**config.mk**
```make
export PLATFORM = sky130hd
export DESIGN_NAME = tam_monitor
export DESIGN_NICKNAME = d
export VERILOG_FILES = /design/src/logic/tam_pkg.sv /design/src/logic/tam_monitor.sv
export VERILOG_INCLUDE_DIRS = /design/src /design/src/logic
export SDC_FILE = /design/constraint.sdc
export NUM_CORES = 2
export LEC_CHECK = 0
export BUFFER_PORTS_ARGS = -buffer_cell sky130_fd_sc_hd__buf_4
export CAP_MARGIN = 20
export CORE_ASPECT_RATIO = 1.1
export CORE_MARGIN = 3
export CORE_UTILIZATION = 45
export CTS_CLUSTER_SIZE = 16
export DETAILED_ROUTE_END_ITERATION = 6
export GPL_ROUTABILITY_DRIVEN = 0
export GPL_TIMING_DRIVEN = 0
export SYNTH_ARGS = -nofsm -noshare
export SYNTH_HDL_FRONTEND = slang
export SYNTH_SLANG_ARGS = --single-unit
```
**constraint.sdc**
```tcl
create_clock -name MCLK -period 87.4 [get_ports MCLK]
set_input_delay 26.22 -clock MCLK [delete_from_list [all_inputs] [get_ports MCLK]]
set_output_delay 26.22 -clock MCLK [all_outputs]
set_load 0.01 [all_outputs]
```
**src/logic/tam_regs.svh**
```systemverilog
// Register offsets, field positions, reset values and timing counts for the T1 alarm threshold monitor.
// Assumes a plain register port with one-cycle strobes and 32-bit data.
`ifndef TAM_REGS_SVH
`define TAM_REGS_SVH
`define TAM_OFF_CTRL      8'h00
`define TAM_OFF_L1CFG     8'h04
`define TAM_OFF_L2CFG     8'h08
`define TAM_OFF_SLIPCFG   8'h0C
`define TAM_OFF_TIME      8'h10
`define TAM_OFF_DATE      8'h14
`define TAM_OFF_STATUS    8'h18
`define TAM_OFF_CMD       8'h1C
`define TAM_OFF_EVENT     8'h20
`define TAM_CTRL_ALM_EN   0
`define TAM_CTRL_SELFCLR  1
`define TAM_CMD_CLEAR     0
`define TAM_CMD_CLR_ERR   1
`define TAM_CFG_EXP_LSB   16
`define TAM_CFG_EXP_W     4
`define TAM_CFG_DUR_W     12
`define TAM_SLIP_HRS_LSB  8
`define TAM_SLIP_HRS_W    5
`define TAM_EXP_MIN       4'h3
`define TAM_EXP_MAX       4'h9
`define TAM_EXP_SEC_MIN   4'h6
`define TAM_DUR_MAX       12'hE10
`define TAM_DUR_MIN_E7    12'h00A
`define TAM_DUR_MIN_E8    12'h064
`define TAM_DUR_MIN_E9    12'h3E8
`define TAM_DUR_MAX_E3    12'h015
`define TAM_DUR_MAX_E4    12'h0DA
`define TAM_DUR_MAX_E5    12'h864
`define TAM_RST_L1_EXP    4'h6
`define TAM_RST_L2_EXP    4'h5
`define TAM_RST_DUR       12'h00A
`define TAM_RST_SLIP_THR  8'h05
`define TAM_RST_SLIP_HRS  5'h02
`define TAM_SLIP_HRS_MAX  5'h18
`define TAM_ERR_SAT       16'hFDE8
`define TAM_SEC_PER_HOUR  12'hE10
`define TAM_TIME_DAY      17'h15180
`define TAM_CLK_MHZ       250
`define TAM_TICK_CYCLES   (`TAM_CLK_MHZ * 1000000)
`endif

```
**src/logic/tam_pkg.sv**
```systemverilog
// Types shared by the T1 alarm threshold monitor.
// Assumes the register header is included where offsets are needed.
package tam_pkg;
	typedef enum logic [1:0] {TAM_LVL0, TAM_LVL1, TAM_LVL2} tam_level_type;
	typedef struct packed {
		logic [3:0]  exponent;
		logic [11:0] duration;
	} tam_thr_type;
	typedef struct packed {
		logic contact_closed;
		logic fault_lamp;
		logic line_processing;
		logic yellow_alarm;
	} tam_ind_type;
endpackage

```
**src/logic/tam_monitor.sv**
```systemverilog
// T1 alarm threshold monitor: error-rate and frame-slip alarm evaluation with indications.
// Assumes error and slip pulses, the dip switch and the register port are on MCLK.
//
// Overview of operation
// - Software reads the stored time and writes hh:mm:ss or leaves it unchanged.
// - Software reads the stored date and writes mm/dd/yy or leaves it unchanged.
// - Three alarm levels; level zero drives no alarm output beyond a lamp and contact still latched awaiting manual clear.
// - Level one closes the contact, lights the lamp and posts a log event.
// - Level two adds line processing and yellow alarm toward customer equipment.
// - Line processing presents all ports on-hook or all off-hook per card switch.
// - Threshold exponents outside 3 to 9 are refused and flagged invalid.
// - Exponent n means 1500 errors per second divided by ten per step.
// - Duration limits depend on exponent; out-of-range durations are refused.
// - Durations are whole seconds from 1 to 3600.
// - Self-clearing clears contact and lamp at window end; otherwise manual clear.
// - Clearing reopens contact, darkens lamp, logs event; line processing ends for level two.
// - Without self-clearing, line supervision stops when the condition ends.
// - Alarm fires once window error count exceeds rate times window length.
// - Activation zeroes the counter; a further exceeding window extends the alarm.
// - Slips above a 1 to 255 threshold raise a level two alarm.
// - Slip period is 1 to 24 hours; slip counter zeroes at period end.
// - Defaults: exponent 6 and 10 s, exponent 5 and 10 s, 5 slips per 2 hours.
// - Each option reads back its current value and accepts a replacement.
// - The error counter saturates at 65000.
// - With alarms disabled no yellow alarm and no line processing; lamp continues.
//
// The plain strobed port and the register offsets were chosen for this implementation.
`timescale 1ns/1ps
`default_nettype none
`include "tam_regs.svh"
module tam_monitor
	import tam_pkg::*;
#(
	parameter int TICK_CYCLES = `TAM_TICK_CYCLES
)(
	input  wire logic        MCLK,
	input  wire logic        RST,
	input  wire logic        CE,
	input  wire logic        BIT_ERROR,
	input  wire logic        FRAME_SLIP,
	input  wire logic        HOOK_SWITCH,
	input  wire logic [7:0]  ADDR,
	input  wire logic [31:0] WDATA,
	input  wire logic        WR,
	input  wire logic        RD,
	output logic      [31:0] RDATA,
	output logic             CONTACT_CLOSED,
	output logic             FAULT_LAMP,
	output logic             YELLOW_ALARM,
	output logic             LINE_PROCESSING,
	output logic             PORTS_OFF_HOOK,
	output logic             LOG_EVENT
);
////////////////////////////////////////////////////////////////////////////////
	// Allowed duration window for an exponent.
	function automatic logic cfg_ok(input logic [3:0] e, input logic [11:0] d);
		logic [11:0] lo;
		logic [11:0] hi;
		lo = 12'h001;
		hi = `TAM_DUR_MAX;
		if (e == 4'h3)
			hi = `TAM_DUR_MAX_E3;
		else if (e == 4'h4)
			hi = `TAM_DUR_MAX_E4;
		else if (e == 4'h5)
			hi = `TAM_DUR_MAX_E5;
		else if (e == 4'h7)
			lo = `TAM_DUR_MIN_E7;
		else if (e == 4'h8)
			lo = `TAM_DUR_MIN_E8;
		else if (e == 4'h9)
			lo = `TAM_DUR_MIN_E9;
		cfg_ok = (e >= `TAM_EXP_MIN) && (e <= `TAM_EXP_MAX) && (d >= lo) && (d <= hi);
	endfunction

	// Error limit for a window: 15 * 10^(6-e) * d / 10, kept in 32 bits.
	function automatic logic [31:0] err_limit(input logic [3:0] e, input logic [11:0] d);
		logic [31:0] base;
		base = 32'h0;
		if (e == 4'h3)
			base = 32'h3A98;
		else if (e == 4'h4)
			base = 32'h05DC;
		else if (e == 4'h5)
			base = 32'h0096;
		else if (e == 4'h6)
			base = 32'h000F;
		else if (e == 4'h7)
			base = 32'h0002;
		else
			base = 32'h0001;
		// Scaled in tenths of an error per second; below 1e-6 the window stretches the period.
		if (e <= `TAM_EXP_SEC_MIN)
			err_limit = (base * {20'h0, d}) / 32'hA;
		else if (e == 4'h7)
			err_limit = (32'hF * {20'h0, d}) / 32'h64;
		else if (e == 4'h8)
			err_limit = (32'hF * {20'h0, d}) / 32'h3E8;
		else
			err_limit = (32'hF * {20'h0, d}) / 32'h2710;
	endfunction
////////////////////////////////////////////////////////////////////////////////
	logic        err_s1, err_s2, slip_s1, slip_s2, hook_s1, hook_s2;
	logic [27:0] tick_cnt;
	logic        tick;
	tam_thr_type l1_cfg, l2_cfg;
	logic [7:0]  slip_thr;
	logic [4:0]  slip_hrs;
	logic        alarms_en, self_clr, param_invalid;
	logic [16:0] time_sec;
	logic [15:0] date_reg;
	logic [15:0] err_cnt, total_err;
	logic [11:0] win_l1, win_l2;
	logic [15:0] err2_cnt;
	logic [11:0] per_l1, per_l2;
	logic        win1_end, win2_end;
	logic [7:0]  slip_cnt;
	logic [11:0] hour_sec;
	logic [4:0]  hour_cnt;
	logic        cond1, cond2, cond_slip, act1, act2;
	tam_level_type level;
	logic        latched;
	logic        clear_cmd;
	tam_ind_type next_ind;
	logic        wr_cfg;

	always_ff @(posedge MCLK)
	begin
		if (RST)
		begin
			{err_s1, err_s2, slip_s1, slip_s2, hook_s1, hook_s2} <= 6'h00;
		end
		else if (CE)
		begin
			err_s1  <= BIT_ERROR;
			err_s2  <= err_s1;
			slip_s1 <= FRAME_SLIP;
			slip_s2 <= slip_s1;
			hook_s1 <= HOOK_SWITCH;
			hook_s2 <= hook_s1;
		end
	end

	// One-second tick from the system clock.
	always_ff @(posedge MCLK)
	begin
		if (RST)
		begin
			tick_cnt <= 28'h0;
			tick     <= 1'b0;
		end
		else if (CE)
		begin
			tick     <= (tick_cnt == 28'(TICK_CYCLES - 1));
			tick_cnt <= (tick_cnt == 28'(TICK_CYCLES - 1)) ? 28'h0 : tick_cnt + 28'h1;
		end
	end
////////////////////////////////////////////////////////////////////////////////
	// Configuration registers. Refused writes keep the old value and raise the flag.
	assign clear_cmd = CE && WR && (ADDR == `TAM_OFF_CMD) && WDATA[`TAM_CMD_CLEAR];
	assign wr_cfg    = CE && WR;
	always_ff @(posedge MCLK)
	begin
		if (RST)
		begin
			l1_cfg        <= '{`TAM_RST_L1_EXP, `TAM_RST_DUR};
			l2_cfg        <= '{`TAM_RST_L2_EXP, `TAM_RST_DUR};
			slip_thr      <= `TAM_RST_SLIP_THR;
			slip_hrs      <= `TAM_RST_SLIP_HRS;
			alarms_en     <= 1'b1;
			self_clr      <= 1'b1;
			param_invalid <= 1'b0;
			date_reg      <= 16'h0;
		end
		else if (wr_cfg)
		begin
			if (ADDR == `TAM_OFF_CTRL)
			begin
				alarms_en <= WDATA[`TAM_CTRL_ALM_EN];
				self_clr  <= WDATA[`TAM_CTRL_SELFCLR];
			end
			else if (ADDR == `TAM_OFF_L1CFG || ADDR == `TAM_OFF_L2CFG)
			begin
				if (cfg_ok(WDATA[19:16], WDATA[11:0]))
				begin
					if (ADDR == `TAM_OFF_L1CFG)
						l1_cfg <= '{WDATA[19:16], WDATA[11:0]};
					else
						l2_cfg <= '{WDATA[19:16], WDATA[11:0]};
				end
				else
					param_invalid <= 1'b1;
			end
			else if (ADDR == `TAM_OFF_SLIPCFG)
			begin
				if (WDATA[7:0] != 8'h00 && WDATA[12:8] != 5'h00 && WDATA[12:8] <= `TAM_SLIP_HRS_MAX)
				begin
					slip_thr <= WDATA[7:0];
					slip_hrs <= WDATA[12:8];
				end
				else
					param_invalid <= 1'b1;
			end
			else if (ADDR == `TAM_OFF_DATE)
				date_reg <= WDATA[15:0];
			else if (ADDR == `TAM_OFF_STATUS)
				param_invalid <= 1'b0;
		end
	end

	// Time of day in seconds since midnight.
	always_ff @(posedge MCLK)
	begin
		if (RST)
			time_sec <= 17'h0;
		else if (wr_cfg && ADDR == `TAM_OFF_TIME)
			time_sec <= WDATA[16:0];
		else if (CE && tick)
			time_sec <= (time_sec == `TAM_TIME_DAY - 17'h1) ? 17'h0 : time_sec + 17'h1;
	end
////////////////////////////////////////////////////////////////////////////////
	// Window error counters; each level counts over its own window, which restarts on activation.
	assign cond1     = {16'h0, err_cnt} > err_limit(l1_cfg.exponent, l1_cfg.duration);
	assign cond2     = {16'h0, err2_cnt} > err_limit(l2_cfg.exponent, l2_cfg.duration);
	assign win1_end  = tick && (per_l1 + 12'h1 >= l1_cfg.duration);
	assign win2_end  = tick && (per_l2 + 12'h1 >= l2_cfg.duration);

	// Fixed windows stand in for a sliding one, which would need a history of every second.
	always_ff @(posedge MCLK)
	begin
		if (RST || clear_cmd)
		begin
			err2_cnt <= 16'h0;
			per_l1   <= 12'h0;
			per_l2   <= 12'h0;
		end
		else if (CE)
		begin
			if (cond1 || win1_end)
				per_l1 <= 12'h0;
			else if (tick)
				per_l1 <= per_l1 + 12'h1;
			if (cond2 || win2_end)
				per_l2 <= 12'h0;
			else if (tick)
				per_l2 <= per_l2 + 12'h1;
			if (cond2 || win2_end)
				err2_cnt <= 16'h0;
			else if (err_s2 && err2_cnt != `TAM_ERR_SAT)
				err2_cnt <= err2_cnt + 16'h1;
		end
	end
	assign cond_slip = slip_cnt > slip_thr;

	always_ff @(posedge MCLK)
	begin
		if (RST || clear_cmd)
		begin
			err_cnt <= 16'h0;
			win_l1  <= 12'h0;
			win_l2  <= 12'h0;
			act1    <= 1'b0;
			act2    <= 1'b0;
		end
		else if (CE)
		begin
			if (cond1 || win1_end)
				err_cnt <= 16'h0;
			else if (err_s2 && err_cnt != `TAM_ERR_SAT)
				err_cnt <= err_cnt + 16'h1;
			if (cond2)
			begin
				act2   <= 1'b1;
				win_l2 <= l2_cfg.duration;
			end
			else if (tick && win_l2 != 12'h0)
				win_l2 <= win_l2 - 12'h1;
			else if (win_l2 == 12'h0)
				act2 <= 1'b0;
			if (cond1)
			begin
				act1   <= 1'b1;
				win_l1 <= l1_cfg.duration;
			end
			else if (tick && win_l1 != 12'h0)
				win_l1 <= win_l1 - 12'h1;
			else if (win_l1 == 12'h0)
				act1 <= 1'b0;
		end
	end

	// Frame slip window counted in hours.
	always_ff @(posedge MCLK)
	begin
		if (RST || clear_cmd)
		begin
			slip_cnt <= 8'h0;
			hour_sec <= 12'h0;
			hour_cnt <= 5'h0;
		end
		else if (CE)
		begin
			if (tick && hour_sec == `TAM_SEC_PER_HOUR - 12'h1)
			begin
				hour_sec <= 12'h0;
				if (hour_cnt + 5'h1 >= slip_hrs)
				begin
					hour_cnt <= 5'h0;
					slip_cnt <= 8'h0;
				end
				else
					hour_cnt <= hour_cnt + 5'h1;
			end
			else
			begin
				if (tick)
					hour_sec <= hour_sec + 12'h1;
				if (slip_s2 && slip_cnt != 8'hFF)
					slip_cnt <= slip_cnt + 8'h1;
			end
		end
	end

	// Total error counter, cleared only by its own command.
	always_ff @(posedge MCLK)
	begin
		if (RST || (CE && WR && ADDR == `TAM_OFF_CMD && WDATA[`TAM_CMD_CLR_ERR]))
			total_err <= 16'h0;
		else if (CE && err_s2 && total_err != `TAM_ERR_SAT)
			total_err <= total_err + 16'h1;
	end
////////////////////////////////////////////////////////////////////////////////
	// Alarm level and indications.
	always_comb
	begin
		next_ind = '0;
		if (act2 || cond_slip)
			level = TAM_LVL2;
		else if (act1)
			level = TAM_LVL1;
		else
			level = TAM_LVL0;
		next_ind.contact_closed  = (level != TAM_LVL0) || (!self_clr && latched);
		next_ind.fault_lamp      = next_ind.contact_closed;
		// Supervision follows the live condition even when lamp and contact stay latched.
		next_ind.line_processing = (level == TAM_LVL2) && alarms_en;
		next_ind.yellow_alarm    = next_ind.line_processing;
	end

	always_ff @(posedge MCLK)
	begin
		if (RST)
		begin
			latched         <= 1'b0;
			CONTACT_CLOSED  <= 1'b0;
			FAULT_LAMP      <= 1'b0;
			LINE_PROCESSING <= 1'b0;
			YELLOW_ALARM    <= 1'b0;
			PORTS_OFF_HOOK  <= 1'b0;
			LOG_EVENT       <= 1'b0;
		end
		else if (CE)
		begin
			// A live condition wins over a manual clear, so the alarm is declared again.
			if (level != TAM_LVL0)
				latched <= 1'b1;
			else if (clear_cmd)
				latched <= 1'b0;
			CONTACT_CLOSED  <= next_ind.contact_closed && !(clear_cmd && level == TAM_LVL0);
			FAULT_LAMP      <= next_ind.fault_lamp && !(clear_cmd && level == TAM_LVL0);
			LINE_PROCESSING <= next_ind.line_processing;
			YELLOW_ALARM    <= next_ind.yellow_alarm;
			PORTS_OFF_HOOK  <= next_ind.line_processing && hook_s2;
			LOG_EVENT       <= (next_ind.fault_lamp != FAULT_LAMP) && !(clear_cmd && level == TAM_LVL0)
				|| (clear_cmd && FAULT_LAMP && level == TAM_LVL0);
		end
	end

	// Register read port.
	always_ff @(posedge MCLK)
	begin
		if (RST)
			RDATA <= 32'h0;
		else if (CE && RD)
		begin
			if (ADDR == `TAM_OFF_CTRL)
				RDATA <= {30'h0, self_clr, alarms_en};
			else if (ADDR == `TAM_OFF_L1CFG)
				RDATA <= {12'h0, l1_cfg.exponent, 4'h0, l1_cfg.duration};
			else if (ADDR == `TAM_OFF_L2CFG)
				RDATA <= {12'h0, l2_cfg.exponent, 4'h0, l2_cfg.duration};
			else if (ADDR == `TAM_OFF_SLIPCFG)
				RDATA <= {19'h0, slip_hrs, slip_thr};
			else if (ADDR == `TAM_OFF_TIME)
				RDATA <= {15'h0, time_sec};
			else if (ADDR == `TAM_OFF_DATE)
				RDATA <= {16'h0, date_reg};
			else if (ADDR == `TAM_OFF_STATUS)
				RDATA <= {param_invalid, 5'h0, level, slip_cnt, err_cnt};
			else if (ADDR == `TAM_OFF_EVENT)
				RDATA <= {16'h0, total_err};
			else
				RDATA <= 32'h0;
		end
	end
////////////////////////////////////////////////////////////////////////////////
	property p_lvl0_quiet;
		@(posedge MCLK) disable iff (RST)
		(CE && !latched && level == TAM_LVL0) |=> !LINE_PROCESSING && !YELLOW_ALARM;
	endproperty
	a_lvl0_quiet: assert property (p_lvl0_quiet) else $error("Level zero drove an alarm.");

	property p_disabled_no_yellow;
		@(posedge MCLK) disable iff (RST)
		(CE && !alarms_en) |=> !YELLOW_ALARM;
	endproperty
	a_disabled_no_yellow: assert property (p_disabled_no_yellow) else $error("Yellow alarm while disabled.");

	property p_lvl2_lp;
		@(posedge MCLK) disable iff (RST)
		(CE && act2 && alarms_en) |=> LINE_PROCESSING && CONTACT_CLOSED;
	endproperty
	a_lvl2_lp: assert property (p_lvl2_lp) else $error("Level two missing line processing.");

	property p_err_sat;
		@(posedge MCLK) disable iff (RST)
		total_err <= `TAM_ERR_SAT;
	endproperty
	a_err_sat: assert property (p_err_sat) else $error("Error counter passed saturation.");

	property p_exp_range;
		@(posedge MCLK) disable iff (RST)
		l1_cfg.exponent >= `TAM_EXP_MIN && l1_cfg.exponent <= `TAM_EXP_MAX;
	endproperty
	a_exp_range: assert property (p_exp_range) else $error("Exponent out of range.");

	property p_zero_on_act;
		@(posedge MCLK) disable iff (RST)
		(CE && cond1 && !clear_cmd) |=> err_cnt == 16'h0;
	endproperty
	a_zero_on_act: assert property (p_zero_on_act) else $error("Counter not zeroed on activation.");

	property p_lamp_contact;
		@(posedge MCLK) disable iff (RST)
		FAULT_LAMP == CONTACT_CLOSED;
	endproperty
	a_lamp_contact: assert property (p_lamp_contact) else $error("Lamp and contact disagree.");

	property p_hook;
		@(posedge MCLK) disable iff (RST)
		PORTS_OFF_HOOK |-> LINE_PROCESSING;
	endproperty
	a_hook: assert property (p_hook) else $error("Off-hook outside line processing.");

	property p_slip_lvl2;
		@(posedge MCLK) disable iff (RST)
		(CE && cond_slip && alarms_en) |=> YELLOW_ALARM;
	endproperty
	a_slip_lvl2: assert property (p_slip_lvl2) else $error("Slip excess without level two.");
endmodule
`default_nettype wire

```
==> impl_metrics.yaml <==
flow_run:
  cap_violations: 0
worst_setup_path:
  cp_slowest_cell: "or4_1"
  cpMostUsedCell: "o21a_1"
  path_max_fanout: 42
  worstPathRequired_ns: 87.83
  start_kind: "flop"
  worstRegToRegCells: 425
  cpLargestDelayFamily: "compound AO/OA/AOI/OAI gates"
  worstSetupPathType: "reg2reg"
  regToRegStartpoint: "l2_cfg[14]$_SDFFE_PP1P_"
  end_kind: "flop"
  crit_buf_inv: 59
  crit_arrival_ns: 82.63
  critPathMaxStageDelay_ns: 0.60
  r2r_end: "err2_cnt[8]$_SDFFE_PP0P_"
  reg2reg_setup_slack_ns: 5.20
grt:
  grt_pass1_wl_um: 343700
  overflow: 0
  first_global_vias: 66550
  antenna_found_initial: 11
  grt_max_degree: 58
  grt_usage_pct: 26.09
floorplan:
  die_w_um: 376.8
  die_h_um: 413.9
  initial_core_util_pct: 45.35
  dieArea_sq_um: 155900
  core_sq_um: 150100
  std_cell_rows: 149
  io_pins: 86
cts:
  cts_hold_buf: 0
  root_buffer: "clkbuf_16"
  cts.sinks: 271
  cts_max_path_buffers: 3
  cts_tree: "done"
  clkTransAtPathRegs_ns: 0.06
  clkLatencyLatePin_ns: 0.55
  h-tree-depth: 2
  cts-buffers-inserted: 34
detailed_routing:
  wl_um: 213800
  route.detailed.wl_per_inst_um: 18.55
  vias_per_cell: 6.177
  vias: 71210
  ant_nets: 0
  drc: 0
  first_iter_violations: 5443
  dr.pass1.iters: 7
synthesis:
  synth_compound_area_share_pct: 27.38
  synth-adder-area-share_pct: 22.36
  synth_mux_area_share_pct: 3.933
  async_flop_share_pct: 0
  synth-edff-count: 0
  synth_seq_cells: 271
  syn_avg_cell_area_sq_um: 7.349
  synthSimpleGateAreaFrac_pct: 26.69
  synthFlopType: "dfxtp_1"
  netlist_area_sq_um: 68050
  yosysTopAreaCell: "ha_1"
  yosys_warnings: 0
  synth-xor-area-share_pct: 6.839
  synth_area_leaders: "ha_1 15%, dfxtp_1 8.0%, fa_1 7.6%"
  yosys.area.top_type_share_pct: 14.64
  synth_top_family_by_area: "compound AO/OA/AOI/OAI gates"
  synth_cells: 9260
  yosysSeqAreaShare_pct: 7.972
  synthDistinctLibCells: 148
timing:
  fmax_ghz: 0.01217
  tightestPinTransition_ns: 1.277
  period_share_pct: 94.05
  finalHoldViolCount: 0
  relSlewSlack_pct: 14.88
  drv_slew: 0
  finalClockSkew_ns: 0.02035
  fin_crit_ns: 82.20
  setup_violations: 0
worst_hold_path:
  hold_path_end: "date_reg[12]$_SDFFE_PP0P_"
  hold_path_class: "reg2reg"
  hp-start: "date_reg[12]$_SDFFE_PP0P_"
  whs_path_depth: 2
final_layout:
  area_growth_pct: 10.45
  fin_nets: 10640
  largest_reg_flops: 28
  final_core_util_pct: 50.08
  drive_gt1_share_pct: 9.173
  top_regs: "tick_cnt (28), RDATA (27), time_sec (17)"
  largest_register: "tick_cnt"
outcome:
  status: "finished, final reports clean"
place:
  io_buffer_count: 66
  hpwlAfterDp_um: 170900
[worst reg2reg max path, delay by kind of cell (launching register included)]
family,cells,cell delay [ns]
adder cells (fa/ha/maj),27,8.38
AND/OR/NAND/NOR,127,21.65
multiplexers,10,2.54
AO/OA/AOI/OAI,201,38.94
buffers and inverters,59,9.91
flip-flops,1,0.43
XOR/XNOR,1,0.17
[metrics by stage]
step	instance area (sq um)	std cells	hold WS [ns]	TNS (ns)	setup slack, ns
finish	75160	11530	0.4526	0	5.200
global route	75150	11530	0.4739	-6.227	-0.2993
CTS	73450	11430	0.4523	0	0.08881
detailed placement	71480	11350	0.4444	-790.02	-11.05
global placement	71140	11330	0.4381	-1266.17	-18.19
floorplan	68190	9296	0.4312	0	2.372
[metal layers]
metal  vias to the layer above  global-route usage [%]  part of all wire [%]
met2                      1995                   43.98                    46
li1                      35080                       -                     -
met5                         -                       0                 0.019
met4                         6                   6.995                   2.9
met3                       368                   2.465                   5.2
met1                     33760                   35.50                    46
[cell usage in the layout (no fill, tap or decap), drive strengths merged, types with 85 or more instances in the layout]
| master | count |
|---|---|
| mux2 | 99 |
| nor3 | 531 |
| nand4 | 156 |
| ha | 796 |
| fa | 260 |
| and2 | 116 |
| o21ai | 436 |
| nand3 | 271 |
| mux2i | 153 |
| and3 | 108 |
| clkbuf | 283 |
| or3 | 114 |
| nand2b | 96 |
| nand2 | 860 |
| nor2 | 868 |
| a21oi | 570 |
| o211ai | 103 |
| or2 | 87 |
| a21o | 109 |
| dfxtp | 271 |
| a211oi | 123 |
| nor2b | 86 |
| buf | 286 |
| a31oi | 85 |
| o31ai | 220 |
| o21a | 326 |
| xor2 | 183 |
| nor4 | 116 |
| inv | 534 |
| xnor2 | 345 |
[cells by family (layout without fill, tap and decap cells)]
logic type	after synthesis	count (layout)
DFF	271	271
xor gates and xnor gates	529	529
adders and majority gates	1061	1061
other	1	42
buffers and inverters	849	1112
and+or+nand+nor	3631	3633
AOI/OAI and AO/OA	2665	2665
muxes	253	253
[how the worst max path moves through the flow]
stage,startpoint,end,slack [ns],depth (start not counted)
2_1_floorplan,l2_cfg[14]$_SDFFE_PP1P_,err2_cnt[10]$_SDFFE_PP0P_,2.37,422
3_3_place_gp,l2_cfg[14]$_SDFFE_PP1P_,err2_cnt[10]$_SDFFE_PP0P_,-18.19,423
3_5_place_dp,l2_cfg[14]$_SDFFE_PP1P_,err2_cnt[8]$_SDFFE_PP0P_,-11.05,426
4_1_cts,l2_cfg[14]$_SDFFE_PP1P_,err2_cnt[8]$_SDFFE_PP0P_,0.09,425
5_1_grt,l2_cfg[14]$_SDFFE_PP1P_,err2_cnt[8]$_SDFFE_PP0P_,-0.30,430
6_report,l2_cfg[14]$_SDFFE_PP1P_,err2_cnt[8]$_SDFFE_PP0P_,5.20,425
[Yosys cell counts, drive strengths merged, types with 29 or more instances]
| cell type | number |
|---|---|
| a311oi | 29 |
| a211oi | 123 |
| nor3b | 37 |
| clkbuf | 244 |
| o21bai | 53 |
| a31o | 30 |
| a31oi | 85 |
| dfxtp | 271 |
| o22ai | 33 |
| inv | 533 |
| fa | 260 |
| nand3 | 271 |
| a21oi | 570 |
| o2111ai | 30 |
| a21boi | 32 |
| o21a | 326 |
| o221ai | 34 |
| and3 | 108 |
| buf | 72 |
| o211a | 37 |
| nand3b | 34 |
| or2 | 86 |
| xnor2 | 345 |
| nor4 | 116 |
| nand4 | 156 |
| o31a | 33 |
| or3 | 114 |
| o211ai | 103 |
| nor2b | 86 |
| mux2 | 99 |
| nand2b | 96 |
| or4 | 39 |
| mux2i | 153 |
| nor3 | 531 |
| ha | 796 |
| a21o | 109 |
| a211o | 42 |
| and4 | 29 |
| o31ai | 220 |
| o21ai | 436 |
| a22oi | 61 |
| xor2 | 183 |
| nand2 | 860 |
| nor2 | 868 |
| and2 | 116 |
[timing repair]
action	4_1_cts	5_1_grt
endpoints found under the setup margin	82	82
resized for setup	163	295
pin swaps	24	61
setup buffers	26	85
cloned	2	5
[final cells by class]
cell class	instances	area [sq um]
plain buffers	308	1515
clock buffers	51	1016
well taps	1963	2456
multi-input cells	8178	60700
clock inverters	9	188.9
inverters	533	2009
repair buffers	211	1823
fillers	14830	74910
flip-flops and latches	271	5436
diodes	5	12.51
Power is left out: the tool's default activity adds up to more than one toggle a clock period on the data nets, which glitch-free logic cannot reach.
